### src/pkg/pcpsr_pkg.sv
package pcpsr_pkg;

  // ----------------------------------------------------------------
  // widths
  // ----------------------------------------------------------------
  localparam int PWR_W  = 24;
  localparam int SUM_W  = PWR_W + 2;
  localparam int CODE_W = 10;
  localparam int SIGN_W = 9;
  localparam int CFG_W  = 19;

  // ----------------------------------------------------------------
  // register indices (byte address = 4 * index)
  // ----------------------------------------------------------------
  localparam logic [15:0] IDX_PHASE_A_COMP = 16'hE614;
  localparam logic [15:0] IDX_PHASE_B_COMP = 16'hE615;
  localparam logic [15:0] IDX_PHASE_C_COMP = 16'hE616;
  localparam logic [15:0] IDX_POWER_SIGN   = 16'hE617;
  localparam logic [15:0] IDX_PATH_CFG     = 16'hE620;
  localparam logic [15:0] IDX_IRQ_STATUS   = 16'hE621;
  localparam logic [15:0] IDX_IRQ_MASK     = 16'hE622;

  // ----------------------------------------------------------------
  // delay code ranges
  // ----------------------------------------------------------------
  localparam logic [CODE_W-1:0] CODE_LEAD_MAX   = 10'h17F;
  localparam logic [CODE_W-1:0] CODE_FOLD1_MAX  = 10'h1FF;
  localparam logic [CODE_W-1:0] CODE_LAG_MIN    = 10'h200;
  localparam logic [CODE_W-1:0] CODE_LAG_MAX    = 10'h23F;
  localparam logic [CODE_W-1:0] CODE_FOLD2_MIN  = 10'h240;
  localparam logic [CODE_W-1:0] CODE_FOLD_SHIFT = 10'h080;
  localparam logic [CODE_W-1:0] CODE_FOLD2_BASE = 10'h180;
  localparam logic [CODE_W-1:0] COMP_RESET      = 10'h000;

  // ----------------------------------------------------------------
  // path source select codes
  // ----------------------------------------------------------------
  localparam logic [2:0] SRC_TOTAL_ACT  = 3'h0;
  localparam logic [2:0] SRC_APPARENT   = 3'h2;
  localparam logic [2:0] SRC_FUND_ACT   = 3'h3;
  localparam logic [2:0] SRC_FUND_REACT = 3'h4;

  // ----------------------------------------------------------------
  // field positions and reset values
  // ----------------------------------------------------------------
  localparam int BIT_ACT0   = 0;
  localparam int BIT_PATH1  = 3;
  localparam int BIT_REACT0 = 4;
  localparam int BIT_PATH2  = 7;
  localparam int BIT_PATH3  = 8;
  localparam int CFG_TERMS_LSB = 0;
  localparam int CFG_SRC_LSB   = 9;
  localparam int CFG_REV_BIT   = 18;
  localparam logic [CFG_W-1:0]  CFG_RESET  = 19'h141FF;
  localparam logic [SIGN_W-1:0] SIGN_RESET = 9'h000;

  typedef struct packed {
    logic signed [PWR_W-1:0] total_active;
    logic signed [PWR_W-1:0] fund_active;
    logic signed [PWR_W-1:0] fund_reactive;
    logic signed [PWR_W-1:0] apparent;
  } pcpsr_phase_pwr_t;

endpackage : pcpsr_pkg

### src/design/pcpsr_regs.sv
// The APB register port is this design's own decision.
`timescale 1ns/100ps
`default_nettype none

// Functional notes
// delay code is 10 bits; leading current uses codes 0 to 383
// lagging current uses delay codes 512 to 575
// codes 384 to 511 act as the code minus 128
// codes 576 to 1023 fold into 384 to 511, keeping the offset modulo 128
// upper six compensation bits do nothing and reset to zero
// status bits 0..2 are active power signs of phases A..C
// active sign follows total or fundamental power per reversal select
// status bits 4..6 are fundamental reactive power signs A..C
// status bit 3 is the sign of the path 1 sum
// status bit 7 is the sign of the path 2 sum
// status bit 8 is the sign of the path 3 sum
// status bits 15..9 read zero; sign bits reset to zero
// source select: 000 total, 010 apparent, 011 fund active, 100 reactive
// sign status is read-only and updates on each datapath refresh
// compensation registers read back; reserved bits ignored and read zero
module pcpsr_regs #(
  parameter int ADDR_W = 18
) (
  input  wire logic                                clk,
  input  wire logic                                rst_n,
  input  wire logic                                ce,
  input  wire logic                                psel,
  input  wire logic                                penable,
  input  wire logic                                pwrite,
  input  wire logic [ADDR_W-1:0]                   paddr,
  input  wire logic [31:0]                         pwdata,
  output logic      [31:0]                         prdata_q,
  output logic                                     pready_q,
  output logic                                     pslverr_q,
  input  wire pcpsr_pkg::pcpsr_phase_pwr_t [2:0]   phase_pwr,
  input  wire logic                                pwr_valid,
  output logic      [2:0][pcpsr_pkg::CODE_W-1:0]   eff_delay_code_q,
  output logic      [pcpsr_pkg::SIGN_W-1:0]        power_sign_q,
  output logic                                     irq_q
);

  // ----------------------------------------------------------------
  // state
  // ----------------------------------------------------------------
  logic [2:0][pcpsr_pkg::CODE_W-1:0] delay_code_q;
  logic [pcpsr_pkg::CFG_W-1:0]       path_cfg_q;
  logic [pcpsr_pkg::SIGN_W-1:0]      irq_status_q;
  logic [pcpsr_pkg::SIGN_W-1:0]      irq_status_d;
  logic [pcpsr_pkg::SIGN_W-1:0]      irq_mask_q;
  logic [pcpsr_pkg::SIGN_W-1:0]      sign_d;
  logic [2:0]                        act_neg;
  logic [2:0]                        react_neg;
  logic [2:0]                        path_neg;
  logic [2:0][pcpsr_pkg::CODE_W-1:0] fold_code;
  logic [15:0]                       idx;
  logic                              setup;
  logic                              wr_en;
  logic                              mapped;
  logic [31:0]                       rd_mux;
  logic                              rev_fund;

  assign idx      = paddr[ADDR_W-1:2];
  assign setup    = psel & ~penable;
  assign wr_en    = psel & penable & pwrite & pready_q;
  assign rev_fund = path_cfg_q[pcpsr_pkg::CFG_REV_BIT];

  // ----------------------------------------------------------------
  // path sum helper
  // ----------------------------------------------------------------
  function automatic logic signed [pcpsr_pkg::SUM_W-1:0] path_sum(
    input logic [2:0]                            terms,
    input logic [2:0]                            src,
    input pcpsr_pkg::pcpsr_phase_pwr_t [2:0]     pw
  );
    logic signed [pcpsr_pkg::SUM_W-1:0] acc;
    logic        [pcpsr_pkg::PWR_W-1:0] v;
    acc = '0;
    v   = '0;
    for (int i = 0; i < 3; i++)
    begin
      case (src)
        pcpsr_pkg::SRC_TOTAL_ACT:  v = pw[i].total_active;
        pcpsr_pkg::SRC_APPARENT:   v = pw[i].apparent;
        pcpsr_pkg::SRC_FUND_ACT:   v = pw[i].fund_active;
        pcpsr_pkg::SRC_FUND_REACT: v = pw[i].fund_reactive;
        default:                   v = '0;
      endcase
      if (terms[i])
      begin
        acc = acc + $signed({{2{v[pcpsr_pkg::PWR_W-1]}}, v});
      end
    end
    return acc;
  endfunction : path_sum

  // ----------------------------------------------------------------
  // per-phase folding and signs
  // ----------------------------------------------------------------
  genvar p;
  generate
    for (p = 0; p < 3; p++)
    begin : g_phase
      logic [pcpsr_pkg::CODE_W-1:0]      c;
      logic [pcpsr_pkg::CODE_W-1:0]      off;
      logic signed [pcpsr_pkg::SUM_W-1:0] s;
      logic [pcpsr_pkg::CODE_W-1:0]      f;
      assign c   = delay_code_q[p];
      assign off = c - pcpsr_pkg::CODE_FOLD2_MIN;
      always_comb
      begin
        if (c <= pcpsr_pkg::CODE_LEAD_MAX)
          f = c;
        else if (c <= pcpsr_pkg::CODE_FOLD1_MAX)
          f = c - pcpsr_pkg::CODE_FOLD_SHIFT;
        else if (c <= pcpsr_pkg::CODE_LAG_MAX)
          f = c;
        else
          f = pcpsr_pkg::CODE_FOLD2_BASE | {3'h0, off[6:0]};
      end
      assign fold_code[p] = f;
      // sign of selected active power
      assign act_neg[p]   = rev_fund ? phase_pwr[p].fund_active[pcpsr_pkg::PWR_W-1]
                                     : phase_pwr[p].total_active[pcpsr_pkg::PWR_W-1];
      assign react_neg[p] = phase_pwr[p].fund_reactive[pcpsr_pkg::PWR_W-1];
      assign s = path_sum(path_cfg_q[pcpsr_pkg::CFG_TERMS_LSB + 3*p +: 3],
                          path_cfg_q[pcpsr_pkg::CFG_SRC_LSB + 3*p +: 3], phase_pwr);
      assign path_neg[p] = s[pcpsr_pkg::SUM_W-1];
    end
  endgenerate

  always_comb
  begin
    sign_d = '0;
    sign_d[pcpsr_pkg::BIT_ACT0 +: 3]   = act_neg;
    sign_d[pcpsr_pkg::BIT_REACT0 +: 3] = react_neg;
    sign_d[pcpsr_pkg::BIT_PATH1]       = path_neg[0];
    sign_d[pcpsr_pkg::BIT_PATH2]       = path_neg[1];
    sign_d[pcpsr_pkg::BIT_PATH3]       = path_neg[2];
  end

  // ----------------------------------------------------------------
  // compensation registers and effective codes
  // ----------------------------------------------------------------
  always_ff @(posedge clk or negedge rst_n)
  begin
    if (!rst_n)
      delay_code_q <= {3{pcpsr_pkg::COMP_RESET}};
    else if (ce && wr_en)
    begin
      if (idx == pcpsr_pkg::IDX_PHASE_A_COMP)
        delay_code_q[0] <= pwdata[pcpsr_pkg::CODE_W-1:0];
      if (idx == pcpsr_pkg::IDX_PHASE_B_COMP)
        delay_code_q[1] <= pwdata[pcpsr_pkg::CODE_W-1:0];
      if (idx == pcpsr_pkg::IDX_PHASE_C_COMP)
        delay_code_q[2] <= pwdata[pcpsr_pkg::CODE_W-1:0];
    end
  end

  always_ff @(posedge clk or negedge rst_n)
  begin
    if (!rst_n)
      eff_delay_code_q <= {3{pcpsr_pkg::COMP_RESET}};
    else if (ce)
      eff_delay_code_q <= fold_code;
  end

  // ----------------------------------------------------------------
  // path configuration
  // ----------------------------------------------------------------
  always_ff @(posedge clk or negedge rst_n)
  begin
    if (!rst_n)
      path_cfg_q <= pcpsr_pkg::CFG_RESET;
    else if (ce && wr_en && idx == pcpsr_pkg::IDX_PATH_CFG)
      path_cfg_q <= pwdata[pcpsr_pkg::CFG_W-1:0];
  end

  // ----------------------------------------------------------------
  // sign status, refreshed by the datapath only
  // ----------------------------------------------------------------
  always_ff @(posedge clk or negedge rst_n)
  begin
    if (!rst_n)
      power_sign_q <= pcpsr_pkg::SIGN_RESET;
    else if (ce && pwr_valid)
      power_sign_q <= sign_d;
  end

  // ----------------------------------------------------------------
  // interrupts: sign change events, set wins over clear
  // ----------------------------------------------------------------
  always_comb
  begin
    irq_status_d = irq_status_q;
    if (wr_en && idx == pcpsr_pkg::IDX_IRQ_STATUS)
      irq_status_d = irq_status_d & ~pwdata[pcpsr_pkg::SIGN_W-1:0];
    if (pwr_valid)
      irq_status_d = irq_status_d | (sign_d ^ power_sign_q);
  end

  always_ff @(posedge clk or negedge rst_n)
  begin
    if (!rst_n)
    begin
      irq_status_q <= '0;
      irq_mask_q   <= '0;
      irq_q        <= 1'b0;
    end
    else if (ce)
    begin
      irq_status_q <= irq_status_d;
      if (wr_en && idx == pcpsr_pkg::IDX_IRQ_MASK)
        irq_mask_q <= pwdata[pcpsr_pkg::SIGN_W-1:0];
      irq_q <= |(irq_status_q & irq_mask_q);
    end
  end

  // ----------------------------------------------------------------
  // apb read path and handshake
  // ----------------------------------------------------------------
  always_comb
  begin
    rd_mux = '0;
    mapped = 1'b1;
    case (idx)
      pcpsr_pkg::IDX_PHASE_A_COMP: rd_mux[pcpsr_pkg::CODE_W-1:0] = delay_code_q[0];
      pcpsr_pkg::IDX_PHASE_B_COMP: rd_mux[pcpsr_pkg::CODE_W-1:0] = delay_code_q[1];
      pcpsr_pkg::IDX_PHASE_C_COMP: rd_mux[pcpsr_pkg::CODE_W-1:0] = delay_code_q[2];
      pcpsr_pkg::IDX_POWER_SIGN:   rd_mux[pcpsr_pkg::SIGN_W-1:0] = power_sign_q;
      pcpsr_pkg::IDX_PATH_CFG:     rd_mux[pcpsr_pkg::CFG_W-1:0]  = path_cfg_q;
      pcpsr_pkg::IDX_IRQ_STATUS:   rd_mux[pcpsr_pkg::SIGN_W-1:0] = irq_status_q;
      pcpsr_pkg::IDX_IRQ_MASK:     rd_mux[pcpsr_pkg::SIGN_W-1:0] = irq_mask_q;
      default:                     mapped = 1'b0;
    endcase
  end

  always_ff @(posedge clk or negedge rst_n)
  begin
    if (!rst_n)
    begin
      pready_q  <= 1'b0;
      pslverr_q <= 1'b0;
      prdata_q  <= '0;
    end
    else if (ce)
    begin
      pready_q  <= setup;
      pslverr_q <= setup & ~mapped;
      if (setup)
        prdata_q <= pwrite ? 32'h0000_0000 : rd_mux;
    end
  end
endmodule : pcpsr_regs

`default_nettype wire

### config.mk
export PLATFORM = sky130hd
export DESIGN_NAME = pcpsr_regs
export DESIGN_NICKNAME = d
export VERILOG_FILES = /design/src/pkg/pcpsr_pkg.sv /design/src/design/pcpsr_regs.sv
export SDC_FILE = /design/constraint.sdc
export NUM_CORES = 1
export LEC_CHECK = 0
export ABC_AREA = 1
export BUFFER_PORTS_ARGS = -buffer_cell sky130_fd_sc_hd__buf_2
export CAP_MARGIN = 5
export CELL_PAD_IN_SITES_DETAIL_PLACEMENT = 1
export CELL_PAD_IN_SITES_GLOBAL_PLACEMENT = 1
export CORE_ASPECT_RATIO = 1.2
export CORE_UTILIZATION = 42
export DETAILED_ROUTE_END_ITERATION = 8
export PLACE_DENSITY = 0.95
export SLEW_MARGIN = 25
export SYNTH_ARGS = -nofsm -noshare
export SYNTH_HDL_FRONTEND = slang
export SYNTH_SLANG_ARGS = --single-unit
export TNS_END_PERCENT = 10
### constraint.sdc
create_clock -name clk -period 11.9 [get_ports clk]
set_clock_uncertainty 0.15 [all_clocks]
set_input_delay 1.19 -clock clk [delete_from_list [all_inputs] [get_ports clk]]
set_output_delay 1.19 -clock clk [all_outputs]
set_load 0.005 [all_outputs]
### Yosys cells after proc, flatten, opt, wreduce, memory -nomap -nowiden

Index checks and enable logic that the tools add are counted.

| cells by class | value |
|---|---|
| reductions and logical operators | 15 |
| order comparisons | 9 |
| divide/modulo/power cells | 0 |
| multipliers | 0 |
| $add $sub $neg | 12 |
| equal/unequal tests | 16 |
| bitwise operators | 12 |
| mux-type cells | 37 |
| shift-type cells | 0 |

Operators with widths:

| kind | number |
|---|---|
| $pmux W24 S4 | 9 |
| $mux W26 | 9 |
| $add A26 B24 Y26 | 6 |
| $eq A16 B16 Y1 const B | 7 |
| $mux W10 | 9 |
| $pmux W9 S7 | 1 |
| $le A10 B9 Y1 const B | 6 |
| $le A10 B10 Y1 const B | 3 |
| $sub A10 B8 Y10 const B | 3 |
| $mux W9 | 3 |
| $sub A7 B7 Y7 const B | 3 |
| $mux W19 | 1 |
| $and A9 B9 Y9 | 2 |
| $eq A3 B2 Y1 const B | 6 |
| $reduce_and A2 Y1 | 5 |
| $eq A3 B3 Y1 const B | 3 |
| $logic_not A3 Y1 | 3 |
| $not A9 Y9 | 1 |
| $or A9 B9 Y9 | 1 |
| $reduce_or A9 Y1 | 1 |
| $xor A9 B9 Y9 | 1 |
| $reduce_or A7 Y1 | 1 |
| $and A1 B1 Y1 | 5 |
| $logic_and A1 B1 Y1 | 5 |
| other kinds (3) | 7 |

| storage, ports and cells | value |
|---|---|
| input bits | 345 |
| memory bits (read-only) | 0 |
| latch bits | 0 |
| word-level logic and storage cells | 115 |
| memories | 0 |
| register bits | 141 |
| output and inout bits | 74 |
| RAM bits | 0 |

### Longest topological paths before layout

| depth | value |
|---|---|
| word-level depth | 10 |
| depth in mapped cells | 41 |
| gate-level depth less buffers | 40 |

### Worst setup path before layout

No wires, ideal clock.

| path | value |
|---|---|
| path type | reg2reg |
| from | register path_cfg_q[13] (netlist bit) |
| to | register irq_status_q[7] (netlist bit) |
| library setup time | 0.121 ns |
| stages on the path, launching flop included | 40 |
| path slack | 7.006 ns |
| data arrival time | 4.623 ns |
| required time | 11.629 ns |
| period minus slack after synthesis | 4.894 ns |
| buffers on the path | 3 |
| cells stage by stage | dfrtp_1 -> buf_6 -> nor2_8 -> nand2_4 -> inv_6 -> clkbuf_1 -> clkbuf_1 -> a221o_1 -> ha_1 -> inv_1 -> fa_1 -> inv_1 -> nand3_1 -> nand2_1 -> nand2_1 -> nand2_1 -> a21oi_2 -> o21ai_1 -> [... 4 more ...] -> nand2_1 -> ha_1 -> nand2_1 -> inv_1 -> o21ai_0 -> nand2_1 -> nand2_1 -> o211ai_1 -> a21oi_1 -> nand2_1 -> nand2_1 -> nand3_1 -> nand2_2 -> nand2_2 -> nand2_1 -> nand2_1 -> nand2_1 -> nand2_1 |

| on the way | value |
|---|---|
| longest elaborated chain between the ends | 10 |
| elaborated cells on any way between the ends | 15 |

RTL lines:

| item | RTL line | source |
|---|---|---|
| start, declared | pcpsr_regs.sv:46 | `logic [pcpsr_pkg::CFG_W-1:0] path_cfg_q;` |
| start signal, assigned | pcpsr_regs.sv:173 | `path_cfg_q <= pcpsr_pkg::CFG_RESET;` |
| start signal, assigned | pcpsr_regs.sv:175 | `path_cfg_q <= pwdata[pcpsr_pkg::CFG_W-1:0];` |
| $eq A3 B3 Y1, or another cell as far along | pcpsr_regs.sv:81 | `case (src)` |
| $pmux W24 S4 | pcpsr_regs.sv:81 |  |
| $mux W26 | pcpsr_regs.sv:88 | `if (terms[i])` |
| $add A26 B24 Y26 | pcpsr_regs.sv:90 | `acc = acc + $signed({{2{v[pcpsr_pkg::PWR_W-1]}}, v});` |
| $mux W26 | pcpsr_regs.sv:88 |  |
| $add A26 B24 Y26 | pcpsr_regs.sv:90 |  |
| $mux W26 * | pcpsr_regs.sv:88 |  |
| $xor A9 B9 Y9 * | pcpsr_regs.sv:198 | `irq_status_d = irq_status_d \| (sign_d ^ power_sign_q);` |
| $or A9 B9 Y9 * | pcpsr_regs.sv:198 |  |
| $mux W9 * | pcpsr_regs.sv:197 | `if (pwr_valid)` |
| end signal, assigned | pcpsr_regs.sv:211 | `irq_status_q <= irq_status_d;` |
| end, declared | pcpsr_regs.sv:47 | `logic [pcpsr_pkg::SIGN_W-1:0] irq_status_q;` |

Every way passes the cells marked *; elsewhere a longest branch is shown, timed or not.
A chain may end at the register's enable or synchronous reset.

### Worst setup path in the final report

| path | value |
|---|---|
| from | register path_cfg_q[10] (netlist bit) |
| to | register irq_status_q[3] (netlist bit) |

Same word-level chain as after synthesis.

==> impl_metrics.env <==
export IMPL_fillCellCount=5566
export IMPL_die_w_um=188
export IMPL_setup_slack_ps=4580
export IMPL_fin_area_um2=20300
export IMPL_syn_inst=2667
export IMPL_rsz0062_at_grt="no"
export IMPL_stdcell_count=3528
export IMPL_crit_path_top_delay_cell="nor4b_1"
export IMPL_ctsResizeCount=0
export IMPL_power_density_nw_per_um2=63.0
export IMPL_synthXorXnorAreaFrac_pct=2.15
export IMPL_detailed_place_area_um2=19700
export IMPL_vias_per_cell=6.41
export IMPL_synth_cell_type_count=64
export IMPL_cts_hold_buf=0
export IMPL_synth_top_family_by_area="compound AO/OA/AOI/OAI gates"
export IMPL_slew_violations=0
export IMPL_max_clock_path_buffers=2
export IMPL_postSynthAreaPerCell_um2=6.56
export IMPL_max_slew_margin_pct=26.5
export IMPL_p_sw_w=0.000388
export IMPL_drc_errors=0
export IMPL_yosysSeqAreaShare_pct=18.4
export IMPL_synth_seq_cells=128
export IMPL_hold_class="reg -> reg"
export IMPL_mostFrequentLayoutCells="nand2_1 (541), buf_2 (392), inv_1 (372)"
export IMPL_muxShareOfSynthArea_pct=0.579
export IMPL_cp_arrival_ps=7530
export IMPL_critPathMaxStageDelay_ps=630
export IMPL_clockRootBuffer="clkbuf_16"
export IMPL_clkPwrFrac_pct=41.7
export IMPL_worst_pin_slew_ps=1090
export IMPL_wire_per_inst_um=26.2
export IMPL_outcome="finished clean"
export IMPL_setup_violations=0
export IMPL_placed_cells=3488
export IMPL_antenna_found_initial=11
export IMPL_switching_share_pct=30.3
export IMPL_die_area_um2=42500
export IMPL_drtAntennaViolNets=0
export IMPL_grt_usage_pct=42.6
export IMPL_cp_common_cell="nand2_1"
export IMPL_synth_compound_area_share_pct=32.7
export IMPL_hold_violations=0
export IMPL_layout_commonest_cell="nand2_1"
export IMPL_grt_pass1_vias=22609
export IMPL_gp_congestion=1.05
export IMPL_ys_warn_count=0
export IMPL_cts_tree="built"
export IMPL_rows=81
export IMPL_drive_above_1_share_pct=17.9
export IMPL_via_count=22622
export IMPL_layout_nets=3463
export IMPL_multi_input_area_um2=12200
export IMPL_syn2layout_area_growth_pct=16.1
export IMPL_post_dp_hpwl_um=74200
export IMPL_crit_type="reg -> reg"
export IMPL_worstSetupEndpointType="register"
export IMPL_seq_area_um2=3220
export IMPL_synth_area_um2=17500
export IMPL_tns_ps=0
export IMPL_die_h_um=226
export IMPL_dr_pass1_iters=8
export IMPL_timing_final_crit_share_pct=61.5
export IMPL_htreeDepth=4
export IMPL_grt_overflow=0
export IMPL_leakage_nw=10.6
export IMPL_required_ps=12110
export IMPL_drt_iter0_markers=1738
export IMPL_ir_worst_vdd_mv=0.105
export IMPL_cts_clk_slew_worst_paths_ps=60
export IMPL_dp_slack_ps=4920
export IMPL_p_seq_share_pct=35.0
export IMPL_initial_core_util_pct=42.7
export IMPL_grt_max_degree=71
export IMPL_numCtsBuffers=17
export IMPL_grt_pass1_wl_um=137000
export IMPL_startpoint_type="register"
export IMPL_maxCapViolCount=0
export IMPL_synth_fa_ha_area_share_pct=10.9
export IMPL_core_area_um2=40900
export IMPL_insertion_delay_ps=420
export IMPL_p_int_w=0.000892
export IMPL_cts_setup_buffers=0
export IMPL_max_freq_mhz=137
export IMPL_holdWs_ps=332
export IMPL_wirelength_um=92600
export IMPL_crit_fanout=46
export IMPL_clock_sinks=128
export IMPL_combPwrFrac_pct=23.3
export IMPL_yosys_area_share_simple_pct=23.1
export IMPL_io_pins=419
export IMPL_portBuffers=390
export IMPL_min_period_ps=7320
-- cell families (layout without fill, tap and decap cells) --
logic type	Yosys count	after routing
AOI/OAI and AO/OA	866	866
xor gates and xnor gates	43	43
adders and majority gates	150	150
buffers and inverters	536	837
DFF	128	128
muxes	9	9
other	1	22
and+or+nand+nor	934	934
-- per-layer routing --
metal / vias to the layer above / global-route usage (%) / part of all wire [%]
met3: 372 / 9.02 / 9.2
met1: 10764 / 46.7 / 36
met4: 4 / 37.5 / 10
met5: - / 0 / 0.031
li1: 10063 / - / -
met2: 1419 / 70.0 / 45
-- Yosys cell counts (all sizes together) --
cell type	number	area, um2
nand4	33	206
nor3	16	100
a2111oi	1	8.76
a31o	3	26.3
fa	3	60.1
conb	1	3.75
a221oi	49	429
a221o	135	1350
a21o	14	105
or2	18	113
o211a	1	10.0
a21oi	118	606
nor4b	1	8.76
o22ai	255	1600
and2	1	6.26
clkbuf	56	210
ha	147	1840
o31ai	3	22.5
inv	388	1470
buf	87	442
o21ai	245	1240
o21a	4	30.0
dfstp	11	289
a21boi	2	15.0
and3	2	12.5
nand2	554	2120
o211ai	2	15.0
nor4	10	108
nand3b	2	15.0
o2111ai	2	17.5
a31oi	14	87.6
nand3	123	648
xnor2	18	158
a22o	5	43.8
nor2	174	708
o21bai	10	78.8
a211oi	3	22.5
xor2	25	219
mux2	9	101
clkinv	5	18.8
dfrtp	117	2930
-- critical path: cells and delay by family, from the launching register on --
kind / cells / cell delay, ps
compound gates: 6 / 1120
fa+ha+maj: 2 / 750
buf+inv: 1 / 600
flops: 1 / 610
simple gates: 20 / 3960
-- power by group through the flow --
stage | Clock, W | Sequential (W) | Combinational, W
global route | 0.000552 | 0.000448 | 0.000318
detailed placement | 0 | 0.000454 | 0.000288
finish | 0.000534 | 0.000448 | 0.000298
global placement | 0 | 0.000454 | 0.000277
CTS | 0.000537 | 0.000447 | 0.000290
floorplan | 0 | 0.000452 | 0.000135
-- through the flow --
step                      total power (W)  util (%)
final                             0.00128      49.6
after global routing              0.00132      49.6
after CTS                         0.00127      49.6
after detailed placement         0.000742      48.1
after global placement           0.000731      48.1
after floorplan                  0.000587         -
-- cell type report --
class	count	area share (%)
Timing Repair Buffer	413	10.4
Inverter	393	7.32
Antenna cell	9	0.111
Sequential cell	128	15.8
Clock inverter	6	0.517
Clock buffer	25	2.39
Multi-Input combinational cell	2015	60.1
Tap cell	539	3.32
-- state kept, by name (all words and copies together), names as in the netlist --
register and count:
irq_mask_q 9, eff_delay_code_q 30, g_phase.c 30, irq_q 1
prdata_q 19, pready_q 1, pslverr_q 1, power_sign_q 9
path_cfg_q 19, irq_status_q 9
-- final timing paths --
kind                                                        from                          endpoint  slack (ps)  cells past startpoint
worst max-delay path                  path_cfg_q[10]$_DFFE_PN0P_       irq_status_q[3]$_DFFE_PN0P_        4580                     29
worst min-delay path            eff_delay_code_q[26]$_DFFE_PN0P_  eff_delay_code_q[26]$_DFFE_PN0P_         330                      2
worst max register to register        path_cfg_q[10]$_DFFE_PN0P_       irq_status_q[3]$_DFFE_PN0P_        4580                     29
worst min register to register  eff_delay_code_q[26]$_DFFE_PN0P_  eff_delay_code_q[26]$_DFFE_PN0P_         330                      2
max in group asynchronous                                  rst_n  eff_delay_code_q[20]$_DFFE_PN0P_        9540                      2
min in group asynchronous                                  rst_n           prdata_q[7]$_DFFE_PN0P_         700                      1
No activity file was read; power rests on OpenSTA's default activity.
